## config.mk

```make
export PLATFORM = sky130hd
export DESIGN_NAME = etmr_timer
export DESIGN_NICKNAME = d
export VERILOG_FILES = /design/src/etmr_pkg.sv /design/src/etmr_timer.sv
export SDC_FILE = /design/constraint.sdc
export NUM_CORES = 1
export LEC_CHECK = 0
export BUFFER_PORTS_ARGS = -buffer_cell sky130_fd_sc_hd__buf_2
export CORE_MARGIN = 8
export CORE_UTILIZATION = 55
export DETAILED_ROUTE_END_ITERATION = 6
export HOLD_SLACK_MARGIN = 0.06
export PLACE_DENSITY_LB_ADDON = 0.08
export SLEW_MARGIN = 20
export SYNTH_ARGS = -nofsm -noshare
export SYNTH_HDL_FRONTEND = slang
export SYNTH_SLANG_ARGS = --single-unit
```

## constraint.sdc

```tcl
create_clock -name clk -period 9.7 [get_ports clk]
set_input_delay 0.97 -clock clk [delete_from_list [all_inputs] [get_ports clk]]
set_output_delay 0.97 -clock clk [all_outputs]
set_load 0.02 [all_outputs]
```

## src/etmr_pkg.sv

```systemverilog
// Package for the 8-bit timer with two compare channels.
// Assumes an 8-bit register port with byte addresses on the system clock.
package etmr_pkg;

  // ----------------------------------------
  // Register offsets
  // ----------------------------------------
  localparam logic [7:0] ETMR_T3_CNT_OFS   = 8'h00_CA;
  localparam logic [7:0] ETMR_T3_CTL_OFS   = 8'h00_CB;
  localparam logic [7:0] ETMR_T3_C0CTL_OFS = 8'h00_CC;
  localparam logic [7:0] ETMR_T3_C0VAL_OFS = 8'h00_CD;
  localparam logic [7:0] ETMR_T3_C1CTL_OFS = 8'h00_CE;
  localparam logic [7:0] ETMR_T3_C1VAL_OFS = 8'h00_CF;
  localparam logic [7:0] ETMR_T4_CNT_OFS   = 8'h00_EA;
  localparam logic [7:0] ETMR_FLAG_OFS     = 8'h00_D8;

  // ----------------------------------------
  // Reset values and field positions
  // ----------------------------------------
  localparam logic [7:0] ETMR_CTL_RST  = 8'h00_08;
  localparam logic [7:0] ETMR_CCTL_RST = 8'h00_40;
  localparam logic [7:0] ETMR_VAL_RST  = 8'h00_00;
  localparam int ETMR_CLR_BIT  = 2;
  localparam int ETMR_FLG_OVF  = 0;
  localparam int ETMR_FLG_CH0  = 1;
  localparam int ETMR_FLG_CH1  = 2;
  localparam logic [7:0] ETMR_CNT_TOP  = 8'h00_FF;
  localparam logic [7:0] ETMR_CNT_ZERO = 8'h00_00;

  // ----------------------------------------
  // Modes and actions
  // ----------------------------------------
  localparam logic [1:0] ETMR_MODE_FREE = 2'h0;
  localparam logic [1:0] ETMR_MODE_DOWN = 2'h1;
  localparam logic [1:0] ETMR_MODE_MOD  = 2'h2;
  localparam logic [1:0] ETMR_MODE_UPDN = 2'h3;
  localparam logic [2:0] ETMR_ACT_SET   = 3'h0;
  localparam logic [2:0] ETMR_ACT_CLR   = 3'h1;
  localparam logic [2:0] ETMR_ACT_TGL   = 3'h2;
  localparam logic [2:0] ETMR_ACT_UPSET = 3'h3;
  localparam logic [2:0] ETMR_ACT_UPCLR = 3'h4;
  localparam logic [2:0] ETMR_ACT_SETB  = 3'h5;
  localparam logic [2:0] ETMR_ACT_CLRB  = 3'h6;

  typedef enum logic [1:0] {
    ETMR_DIR_UP   = 2'b01,
    ETMR_DIR_DOWN = 2'b10
  } etmr_dir_e;

  typedef struct packed {
    logic [2:0] div;
    logic       run;
    logic       ovf_mask;
    logic       clr;
    logic [1:0] mode;
  } etmr_ctl_s;

  typedef struct packed {
    logic       unused;
    logic       irq_mask;
    logic [2:0] action;
    logic       enable;
    logic [1:0] resv;
  } etmr_cctl_s;

endpackage : etmr_pkg

```

## src/etmr_timer.sv

```systemverilog
// 8-bit timer/counter with two output-compare channels, flags and DMA triggers.
// Assumes a one-cycle tick enable and a register port sampled on clk.
`timescale 1ns/1ns

module etmr_timer
  import etmr_pkg::*;
#(
  parameter logic [7:0] CNT_ADDR = ETMR_T3_CNT_OFS
) (
  input  wire logic       clk,
  input  wire logic       rst_n,
  input  wire logic       tick,
  input  wire logic       sfr_we,
  input  wire logic [7:0] sfr_addr,
  input  wire logic [7:0] sfr_wdata,
  output logic      [7:0] sfr_rdata,
  output logic      [1:0] cmp_out,
  output logic      [1:0] dma_trig,
  output logic            irq
);

  etmr_ctl_s             ctl;
  etmr_cctl_s [1:0]      cctl;
  logic       [7:0]      cnt;
  logic       [7:0]      cc0_pend;
  logic       [7:0]      cc0_act;
  logic       [7:0]      cc1;
  logic       [6:0]      pre;
  etmr_dir_e             dir;
  logic                  last_up;
  logic                  stepped;
  logic                  tc_evt;
  logic       [2:0]      flags;
  logic       [7:0]      next_cnt;
  etmr_dir_e             next_dir;
  logic                  next_tc;
  logic       [6:0]      div_mask;
  logic                  step;
  logic                  wr_ctl;
  logic                  wr_c0ctl;
  logic                  wr_c0val;
  logic                  wr_c1ctl;
  logic                  wr_c1val;
  logic                  wr_flag;
  logic                  clr_cmd;
  logic                  start_down;
  logic       [1:0]      cmp_hit;
  logic       [1:0]      bnd_set;
  logic       [1:0]      bnd_clr;
  logic       [2:0]      set_evt;
  logic       [2:0]      msk;
  logic       [2:0]      msk_rise;
  logic       [2:0]      req;

  // ----------------------------------------
  // Address decode
  // ----------------------------------------
  always_comb begin
    wr_ctl   = sfr_we && (sfr_addr == CNT_ADDR + 8'h00_01);
    wr_c0ctl = sfr_we && (sfr_addr == CNT_ADDR + 8'h00_02);
    wr_c0val = sfr_we && (sfr_addr == CNT_ADDR + 8'h00_03);
    wr_c1ctl = sfr_we && (sfr_addr == CNT_ADDR + 8'h00_04);
    wr_c1val = sfr_we && (sfr_addr == CNT_ADDR + 8'h00_05);
    wr_flag  = sfr_we && (sfr_addr == ETMR_FLAG_OFS);
    clr_cmd  = wr_ctl && sfr_wdata[ETMR_CLR_BIT];
    start_down = wr_ctl && sfr_wdata[4] && !ctl.run
                 && (sfr_wdata[1:0] == ETMR_MODE_DOWN);
  end

  // ----------------------------------------
  // Control registers
  // ----------------------------------------
  always_ff @(posedge clk) begin
    if (!rst_n) begin
      ctl <= etmr_ctl_s'(ETMR_CTL_RST);
    end else if (wr_ctl) begin
      ctl     <= etmr_ctl_s'(sfr_wdata);
      ctl.clr <= 1'b0;
    end
  end

  always_ff @(posedge clk) begin
    if (!rst_n) begin
      cctl <= {2{etmr_cctl_s'(ETMR_CCTL_RST)}};
    end else begin
      if (wr_c0ctl) begin
        cctl[0]        <= etmr_cctl_s'(sfr_wdata);
        cctl[0].unused <= 1'b0;
      end
      if (wr_c1ctl) begin
        cctl[1]        <= etmr_cctl_s'(sfr_wdata);
        cctl[1].unused <= 1'b0;
      end
    end
  end

  // Channel 0 value waits for zero, channel 1 is direct
  always_ff @(posedge clk) begin
    if (!rst_n) begin
      cc0_pend <= ETMR_VAL_RST;
      cc0_act  <= ETMR_VAL_RST;
      cc1      <= ETMR_VAL_RST;
    end else begin
      if (wr_c0val) begin
        cc0_pend <= sfr_wdata;
      end
      if (cnt == ETMR_CNT_ZERO) begin
        cc0_act <= cc0_pend;
      end
      if (wr_c1val) begin
        cc1 <= sfr_wdata;
      end
    end
  end

  // ----------------------------------------
  // Prescaler
  // ----------------------------------------
  always_comb begin
    div_mask = 7'((8'h00_01 << ctl.div) - 8'h00_01);
    step     = tick && ctl.run && ((pre & div_mask) == div_mask);
  end

  always_ff @(posedge clk) begin
    if (!rst_n || clr_cmd) begin
      pre <= 7'h00;
    end else if (tick && ctl.run) begin
      pre <= pre + 7'h01;
    end
  end

  // ----------------------------------------
  // Counter sequencing
  // ----------------------------------------
  always_comb begin
    next_cnt = cnt;
    next_dir = dir;
    next_tc  = 1'b0;
    case (ctl.mode)
      ETMR_MODE_FREE: begin
        next_cnt = cnt + 8'h00_01;
        next_tc  = (cnt == ETMR_CNT_TOP);
      end
      ETMR_MODE_DOWN: begin
        if (cnt != ETMR_CNT_ZERO) begin
          next_cnt = cnt - 8'h00_01;
          next_tc  = (cnt == 8'h00_01);
        end
      end
      ETMR_MODE_MOD: begin
        if (cnt >= cc0_act) begin
          next_cnt = ETMR_CNT_ZERO;
          next_tc  = 1'b1;
        end else begin
          next_cnt = cnt + 8'h00_01;
        end
      end
      default: begin
        if (dir == ETMR_DIR_UP) begin
          if (cnt >= cc0_act) begin
            next_dir = ETMR_DIR_DOWN;
            if (cnt != ETMR_CNT_ZERO) begin
              next_cnt = cnt - 8'h00_01;
              next_tc  = (cnt == 8'h00_01);
            end
          end else begin
            next_cnt = cnt + 8'h00_01;
          end
        end else if (cnt == ETMR_CNT_ZERO) begin
          next_dir = ETMR_DIR_UP;
        end else begin
          next_cnt = cnt - 8'h00_01;
          next_tc  = (cnt == 8'h00_01);
          if (cnt == 8'h00_01) begin
            next_dir = ETMR_DIR_UP;
          end
        end
      end
    endcase
  end

  always_ff @(posedge clk) begin
    if (!rst_n || clr_cmd) begin
      cnt     <= ETMR_CNT_ZERO;
      dir     <= ETMR_DIR_UP;
      last_up <= 1'b1;
    end else if (start_down) begin
      cnt <= cc0_act;
    end else if (step) begin
      cnt     <= next_cnt;
      dir     <= next_dir;
      last_up <= next_cnt > cnt;
    end
  end

  always_ff @(posedge clk) begin
    if (!rst_n || clr_cmd) begin
      stepped <= 1'b0;
      tc_evt  <= 1'b0;
    end else begin
      // A stopped down count is no counting step, so no repeat events at zero
      stepped <= step && !start_down
                 && !((ctl.mode == ETMR_MODE_DOWN) && (cnt == ETMR_CNT_ZERO));
      tc_evt  <= step && !start_down && next_tc;
    end
  end

  // ----------------------------------------
  // Compare channels
  // ----------------------------------------
  always_comb begin
    cmp_hit[0] = stepped && cctl[0].enable && (cnt == cc0_act);
    cmp_hit[1] = stepped && cctl[1].enable && (cnt == cc1);
    bnd_clr[0] = stepped && (cnt == ETMR_CNT_TOP);
    bnd_set[0] = stepped && (cnt == ETMR_CNT_ZERO);
    bnd_clr[1] = stepped && (cnt == cc0_act);
    bnd_set[1] = bnd_clr[1];
  end

  for (genvar n = 0; n < 2; n++) begin : g_chan
    logic zero_hit;
    logic updn;
    assign zero_hit = stepped && (cnt == ETMR_CNT_ZERO);
    assign updn     = (ctl.mode == ETMR_MODE_UPDN);
    always_ff @(posedge clk) begin
      if (!rst_n) begin
        cmp_out[n] <= 1'b0;
      end else if (cctl[n].enable) begin
        case (cctl[n].action)
          ETMR_ACT_SET: begin
            if (cmp_hit[n]) cmp_out[n] <= 1'b1;
          end
          ETMR_ACT_CLR: begin
            if (cmp_hit[n]) cmp_out[n] <= 1'b0;
          end
          ETMR_ACT_TGL: begin
            if (cmp_hit[n]) cmp_out[n] <= !cmp_out[n];
          end
          ETMR_ACT_UPSET: begin
            if (cmp_hit[n] && (last_up || !updn)) cmp_out[n] <= 1'b1;
            else if (cmp_hit[n] || zero_hit) cmp_out[n] <= 1'b0;
          end
          ETMR_ACT_UPCLR: begin
            if (cmp_hit[n] && (last_up || !updn)) cmp_out[n] <= 1'b0;
            else if (cmp_hit[n] || zero_hit) cmp_out[n] <= 1'b1;
          end
          ETMR_ACT_SETB: begin
            if (cmp_hit[n]) cmp_out[n] <= 1'b1;
            else if (bnd_clr[n]) cmp_out[n] <= 1'b0;
          end
          ETMR_ACT_CLRB: begin
            if (cmp_hit[n]) cmp_out[n] <= 1'b0;
            else if (bnd_set[n]) cmp_out[n] <= 1'b1;
          end
          default: begin
            cmp_out[n] <= cmp_out[n];
          end
        endcase
      end
    end
  end

  always_ff @(posedge clk) begin
    if (!rst_n) begin
      dma_trig <= 2'h0;
    end else begin
      dma_trig <= cmp_hit;
    end
  end

  // ----------------------------------------
  // Flags and interrupt request
  // ----------------------------------------
  always_comb begin
    set_evt  = {cmp_hit[1], cmp_hit[0], tc_evt};
    msk      = {cctl[1].irq_mask, cctl[0].irq_mask, ctl.ovf_mask};
    msk_rise = {wr_c1ctl && sfr_wdata[6] && !cctl[1].irq_mask,
                wr_c0ctl && sfr_wdata[6] && !cctl[0].irq_mask,
                wr_ctl && sfr_wdata[3] && !ctl.ovf_mask};
    req      = (msk & set_evt & ~flags) | (msk_rise & flags);
  end

  always_ff @(posedge clk) begin
    if (!rst_n) begin
      flags <= 3'h0;
    end else begin
      // Set wins over a simultaneous clear
      flags <= set_evt | (flags & ~({3{wr_flag}} & ~sfr_wdata[2:0]));
    end
  end

  always_ff @(posedge clk) begin
    if (!rst_n) begin
      irq <= 1'b0;
    end else begin
      irq <= |req;
    end
  end

  // ----------------------------------------
  // Read data
  // ----------------------------------------
  always_ff @(posedge clk) begin
    if (!rst_n) begin
      sfr_rdata <= 8'h00_00;
    end else if (sfr_addr == CNT_ADDR) begin
      sfr_rdata <= cnt;
    end else if (sfr_addr == CNT_ADDR + 8'h00_01) begin
      sfr_rdata <= {ctl.div, ctl.run, ctl.ovf_mask, 1'b0, ctl.mode};
    end else if (sfr_addr == CNT_ADDR + 8'h00_02) begin
      sfr_rdata <= cctl[0];
    end else if (sfr_addr == CNT_ADDR + 8'h00_03) begin
      sfr_rdata <= cc0_pend;
    end else if (sfr_addr == CNT_ADDR + 8'h00_04) begin
      sfr_rdata <= cctl[1];
    end else if (sfr_addr == CNT_ADDR + 8'h00_05) begin
      sfr_rdata <= cc1;
    end else if (sfr_addr == ETMR_FLAG_OFS) begin
      sfr_rdata <= {5'h00, flags};
    end else begin
      sfr_rdata <= 8'h00_00;
    end
  end
endmodule : etmr_timer

```

==> results.md, run 1 <==
* Crit. End Element: flop
* Routed WL at between 10 and 15 mm
* P&R area growth vs syn at 7.45%
* Setup tns final at 0 ns
* Pleak at 2.00 nW
* Post-synth ARST share at 0%
* Vias per cell at slightly above 6
* Status: finished, final reports clean
* Worst-skew pair later-pin latency at approximately 0.35 ns
* GR Util All Layers at 24.9%
* Tcrit/Tclk final at ~40%
* CTS tree: yes
* PwrDens at 113 nW/um^2
* Setup CP Type: flop to flop
* HPWL after detailed placement at ~11 mm
* Vias at 4,581
* Clk buf depth at 2
* Hold crit path type: flop to flop
* I/O pin cnt at 33
* RSZ-0062 raised after global routing: no
* Fin. max-slew vios at 0
* Worst-case reg-to-reg path depth at 14
* Postcts setup bufs at 0
* CP Data Required Time at 9.93 ns
* Reg power frac at 56.7%
* Synth unique cells at 66
* Number of synthesized flops with an enable pin at 0
* Setup crit end: last_up$_SDFFE_PP1P_
* Vias in the first global route at between 4,000 and 5,000
* Most used flip-flop cell after synthesis: dfxtp_1
* CTS Buf Count at 9
* Synthesized Nets at ~650
* Core box area at around 8600 sq um
* Root buffer cell: clkbuf_8
* H-tree depth at 3
* Setup violators final at 0
* Cell count after synthesis at between 600 and 700
* Initial antenna violation count at 0
* Die height at ~110 um
* Die width at 110 um
* Clk pwr share at between 30% and 40%
* Clock Sinks at just over 80
* Max-Cap Viols at 0
* Rows at 34
* Top cell type's share of synthesized area at approximately a third
* Crit path from: cnt[0]$_SDFFE_PP0P_
* Setup ws final at around 5.8 ns
* Global-route wire length before repair at roughly 23 mm
* Switching share of power at between 20% and 30%
* Area leader, netlist: dfxtp_1
* Net Switching at approximately 0.15 mW
* Commonest cells in the netlist: dfxtp_1 (81), nor2_1 (81), nand2_1 (70)
* # diodes at 0
* Hold-critical path depth at 2
* Largest net degree at the start of global routing at 53
* Post-synthesis sequential element count at 81
* Worst hold slack at 0.469 ns
* Rel. slew slack at 33.9%
* Tmin final at between 3 and 4 ns
* Ratio of cells with drive above 1 in the final layout at between 10% and 20%
* Mean post-synth cell area at about 8.0 sq um
* Final ANT Viol Nets at 0
* Port Buffers at 32
* Final core utilization at 60.4%
* Combinational share of power at about 5.1%
* Top area cells in the synthesized netlist: dfxtp_1 (33%), mux2i_1 (7.0%), nor2_1 (6.3%)
* Synth Cell Area at between 4000 and 5000 sq um
* Fmax at about 260 MHz
* RR Endpoint: last_up$_SDFFE_PP1P_
* FF-to-FF setup slack at 5.81 ns
* Cell-internal power at 0.434 mW
* Final hold vios at 0
* CTS resizes at 0
* WL/cell at roughly 20 um
* Register area share after synthesis at between 30% and 40%
* Clock transition at the registers of the reported paths at ~0.090 ns
* Residual DRC at 0
* Total die area at approximately 12,000 sq um
* Crit-path max FO at 11
* Arrival time worst endpoint at approximately 4 ns
* Drt first pass iters at 5
* Initial core utilization at a little under three fifths
* Final GP Congestion at roughly 0.98
* VDD IR-drop max at between 0.07 and 0.08 mV
* Nets at approximately 660
* Hold-fix buffers, CTS at 0
* Total Power at 0.587 mW
* Drt first-iter violations at around 380
* Clock Skew at 0.0123 ns
* Synth warnings at 0
* GR Overflow Total at 0
* Place WS at about 5.9 ns
* Worst Tran Pin Value at 0.986 ns
* CP Launch Type: flop
* R2r startpoint: cnt[0]$_SDFFE_PP0P_
-- power groups by stage --
stage               logic [mW]  registers, mW  clock network [mW]
floorplan               0.0159          0.341                   0
global placement        0.0289          0.341                   0
detailed placement      0.0292          0.341                   0
CTS                     0.0292          0.333               0.231
global route            0.0320          0.333               0.242
finish                  0.0299          0.333               0.224
-- critical path, cell delays in order, from the launching register on --
cell     delay, ns
dfxtp_1       0.59
inv_1         0.22
ha_1          0.35
and4_1        0.21
o31a_1        0.29
o21ai_1       0.57
mux2i_1       0.31
nor2_1        0.07
ha_1          0.33
nor2b_1       0.13
o21a_1        0.16
o21ai_0       0.15
a21oi_1       0.08
o31ai_1       0.21
o21ai_0       0.10
-- cells by family (layout without fill, tap and decap cells) --
kind of cell	after synthesis	count (layout)	share of synthesized area, %
and+or+nand+nor	244	244	24.2
AOI/OAI and AO/OA	142	142	18.7
DFF	81	81	33.4
buffers and inverters	59	76	4.77
muxes	40	40	9.33
xor gates and xnor gates	23	23	4.15
adders and majority gates	21	21	5.41
-- cells in the final DEF, fill, tap and decap left out, drive strengths merged, types with 15 or more instances in the layout --
cell type,n
nand2,70
ha,21
buf,36
o21ai,29
nand3,15
inv,26
nor2,81
dfxtp,81
mux2i,34
a21oi,48
-- sequential cells by signal (all words and copies together), names as in the netlist --
| register | cells |
|---|---|
| sfr_rdata | 8 |
| cnt | 8 |
| ctl | 7 |
| cc1 | 8 |
| cc0_act | 8 |
| tc_evt | 1 |
| dma_trig | 2 |
| cc0_pend | 8 |
| irq | 1 |
| flags | 3 |
| cmp_out | 2 |
| last_up | 1 |
| stepped | 1 |
| dir | 2 |
| cctl | 14 |
| pre | 7 |
-- per-layer routing --
layer | GRT usage [%] | up-vias | part of all wire (%)
met3 | 4.75 | 23 | 8.7
li1 | - | 2203 | -
met5 | 0 | - | 0
met1 | 34.5 | 2149 | 44
met2 | 38.8 | 206 | 45
met4 | 5.88 | 0 | 1.7
-- how the worst min path moves through the flow --
| stage | startpoint | end | slack (ns) |
|---|---|---|---|
| 2_1_floorplan | tc_evt$_SDFF_PP0_ | flags[0]$_SDFF_PN0_ | 0.43 |
| 3_3_place_gp | cc0_act[1]$_SDFFE_PN0P_ | cc0_act[1]$_SDFFE_PN0P_ | 0.45 |
| 3_5_place_dp | cc0_act[7]$_SDFFE_PN0P_ | cc0_act[7]$_SDFFE_PN0P_ | 0.46 |
| 4_1_cts | cc0_act[7]$_SDFFE_PN0P_ | cc0_act[7]$_SDFFE_PN0P_ | 0.47 |
| 5_1_grt | cc0_act[7]$_SDFFE_PN0P_ | cc0_act[7]$_SDFFE_PN0P_ | 0.49 |
| 6_report | cc0_act[1]$_SDFFE_PN0P_ | cc0_act[1]$_SDFFE_PN0P_ | 0.47 |
-- area by class of cell --
class,instances,area [sq um]
Sequential cell,81,1620
Inverter,25,93.8
Fill cell,790,3420
Clock buffer,10,128
Multi-Input combinational cell,470,3010
Tap cell,108,135
Timing Repair Buffer,36,190
Clock inverter,5,40.0
-- through the flow --
step | cell area [sq um] | std cells
final | 5220 | 735
after global routing | 5220 | 735
after CTS | 5220 | 735
after detailed placement | 5050 | 720
after global placement | 5050 | 720
after floorplan | 4850 | 610
Power figures use the tool's default switching activity.
==> run 2, diff against run 1 <==
Clock period 9.7 ns to 3.2 ns, I/O delays scaled along.
==> run 2 against run 1 <==
Via count rose by 3.5%; clock skew rose by 0.0063 ns; wire length rose by 5.1%; critical path depth rose by 2; sequential share of layout area fell by 1.9 points; clock power rose to 3.6 times the previous value; cell area rose by 6.6%; worst setup slack got worse by 5.7 ns; die area did not move; final cell count rose by 3.8%; critical endpoint unchanged; largest cell class unchanged; largest power group unchanged; highest routed layer unchanged.
==> results.md, run 2 (synthesis gave the netlist of run 1 again) <==
* Hold crit path type: input port to flop
* Rows at 34 (unchanged)
* Worst hold slack at 0.238 ns (-0.231 ns)
* Tmin final at 3.08 ns (-0.812 ns)
* Root buffer cell: clkbuf_8
* Clock Skew at 0.0186 ns (+0.00630 ns)
* Crit path cell chain: buf_4, ha_1, nand2b_1, a21oi_2, o31ai_4, buf_4, buf_4, a211oi_4, buf_4, nor2_1, ha_1, a21o_1, a21oi_1, nor2b_1, o31ai_1, o21ai_1
* Ratio of cells with drive above 1 in the final layout at 17.4% (+6.6 points)
* Drt first-iter violations at 404 (+6.9%)
* Worst-skew pair later-pin latency at 0.37 ns (+0.02 ns)
* RSZ-0062 raised after global routing: no
* Max-Cap Viols at 0 (unchanged)
* Buf+Inv Stages, Crit Path at 4 (+3)
* Post-route cell area at 5560 sq um (+6.6%)
* Die width at 110 um (unchanged)
* Met1 Resource Use GR at 35.8% (+1.3 points)
* H-tree depth at 3 (unchanged)
* Routed WL at 15.1 mm (+5.1%)
* Final core utilization at 64.4% (+4.0 points)
* WL/cell at 19.8 um (+1.2%)
* Drt first pass iters at 5 (unchanged)
* Hold path startpoint: sfr_wdata[7]
* Pleak at 2.17 nW (+8.6%)
* Core box area at 8640 sq um (unchanged)
* CP max stage delay at 0.36 ns (-0.23 ns)
* Clk buf depth at 2 (unchanged)
* Die height at 110 um (unchanged)
* I/O pin cnt at 33 (unchanged)
* Largest net degree at the start of global routing at 52 (-1.9%)
* Crit path from: cnt[1]$_SDFFE_PP0P_
* CP Data Required Time at 3.47 ns (-6.46 ns)
* Post-Place Cells at 743 (+3.2%)
* Reg area at 1620 sq um (unchanged)
* PwrDens at 345 nW/um^2 (+210%)
* Total Power at 1.92 mW (+230%)
* Total die area at 12,100 sq um (unchanged)
* Final ANT Viol Nets at 0 (unchanged)
* Met2 Track Usage GR at 37.8% (-1.0 points)
* Fin. max-slew vios at 0 (unchanged)
* Initial antenna violation count at 0 (unchanged)
* Rel. slew slack at 56.0% (+22 points)
* Clock transition at the registers of the reported paths at 0.11 ns (+0.02 ns)
* Final hold vios at 0 (unchanged)
* Tcrit/Tclk final at 96.3% (+56 points)
* Slowest-stage cell, CP: dfxtp_1
* Crit. End Element: flop
* Fmax at 325 MHz (+26%)
* Initial core utilization at 56.2% (unchanged)
* Reg with most FFs: cctl
* Setup tns final at 0 ns (unchanged)
* CTS tree: yes
* Port Buffers at 32 (unchanged)
* Max reg flops at 14 (unchanged)
* Setup ws final at 0.119 ns (-5.69 ns)
* Multi-input logic area at 3100 sq um (+3.2%)
* R2r startpoint: cnt[1]$_SDFFE_PP0P_
* Vias per cell at 6.22 (-0.26%)
* Fillers at 769 (-2.7%)
* Arrival time worst endpoint at 3.35 ns (-0.77 ns)
* Setup CP Type: flop to flop
* Non-filler instance count after layout at 763 (+3.8%)
* Global-route wire length before repair at 23.6 mm (+1.1%)
* Cell family with most CP delay: compound AO/OA/AOI/OAI gates
* GR Overflow Total at 0 (unchanged)
* Place WS at 0.0984 ns (-5.76 ns)
* CTS Buf Count at 9 (unchanged)
* P&R area growth vs syn at 14.5%
* Commonest non-fill, non-tap cell in the layout: dfxtp_1
* Status: finished, final reports clean
* GR Util All Layers at 25.5% (+0.63 points)
* Nets at 691 (+4.1%)
* Vias at 4,743 (+3.5%)
* Residual DRC at 0 (unchanged)
* VDD IR-drop max at 0.271 mV (+270%)
* Area after DPL at 5250 sq um (+3.9%)
* Commonest non-fill, non-tap cells in the layout: dfxtp_1 (81), nor2_1 (79), nand2_1 (70)
* # diodes at 0 (unchanged)
* CP Launch Type: flop
* Crit-path max FO at 7 (-4)
* Hold-fix buffers, CTS at 0 (unchanged)
* Clock Sinks at 81 (unchanged)
* GR Util met3 at 5.39% (+0.64 points)
* Setup violators final at 0 (unchanged)
* HPWL after detailed placement at 11.0 mm (+4.5%)
* Final GP Congestion at 0.950 (-2.8%)
* Worst Tran Pin Value at 0.655 ns (-0.331 ns)
* Most used cell along the critical path: buf_4
* Vias in the first global route at 4,389 (+1.0%)
* Global routing's busiest layer: met2
==> run 2: cell types whose count changed in the layout (fill, tap and decap cells not counted), moves of 3 or more <==
cell	delta
a21oi_1	-3
a21oi_2	+3
buf_4	+26
o21ai_0	-3
==> run 2: tightest hold or removal path, cell delays in order <==
cell	delay, ns
buf_2	0.12
nand2_1	0.05
a21oi_1	0.06
==> run 2: what timing repair did <==
item / 4_1_cts / 5_1_grt
resized for setup: 0 / 20
setup buffers: 0 / 4
endpoints found under the setup margin: 0 / 1
==> run 2: routing by layer <==
| layer | wire length, um | part of all wire [%] |
|---|---|---|
| met5 | 0 | 0 |
| met4 | 378 | 2.5 |
| met3 | 1470 | 9.8 |
| met2 | 6560 | 44 |
| met1 | 6670 | 44 |
==> run 2: worst paths after layout <==
kind,end,slack (ns),cells past startpoint
worst max-delay path,last_up$_SDFFE_PP1P_,0.12,16
worst min-delay path,cc1[7]$_SDFFE_PN0P_,0.24,3
worst max register to register,last_up$_SDFFE_PP1P_,0.12,16
worst min register to register,cc0_act[1]$_SDFFE_PN0P_,0.47,2
==> run 2: area by class of cell <==
cell class / count / area share (%)
multi-input combinational: 470 / 55.8
sequential: 81 / 29.2
timing repair buffer: 63 / 7.13
tap: 108 / 2.43
clock buffer: 9 / 2.23
inverter: 25 / 1.69
clock inverter: 7 / 1.53
==> run 2: power breakdown <==
group | total, mW | switching, mW | internal, mW
combinational | 0.0958 | 0.0685 | 0.0273
clock | 0.815 | 0.439 | 0.376
sequential | 1.01 | 0.000948 | 1.01
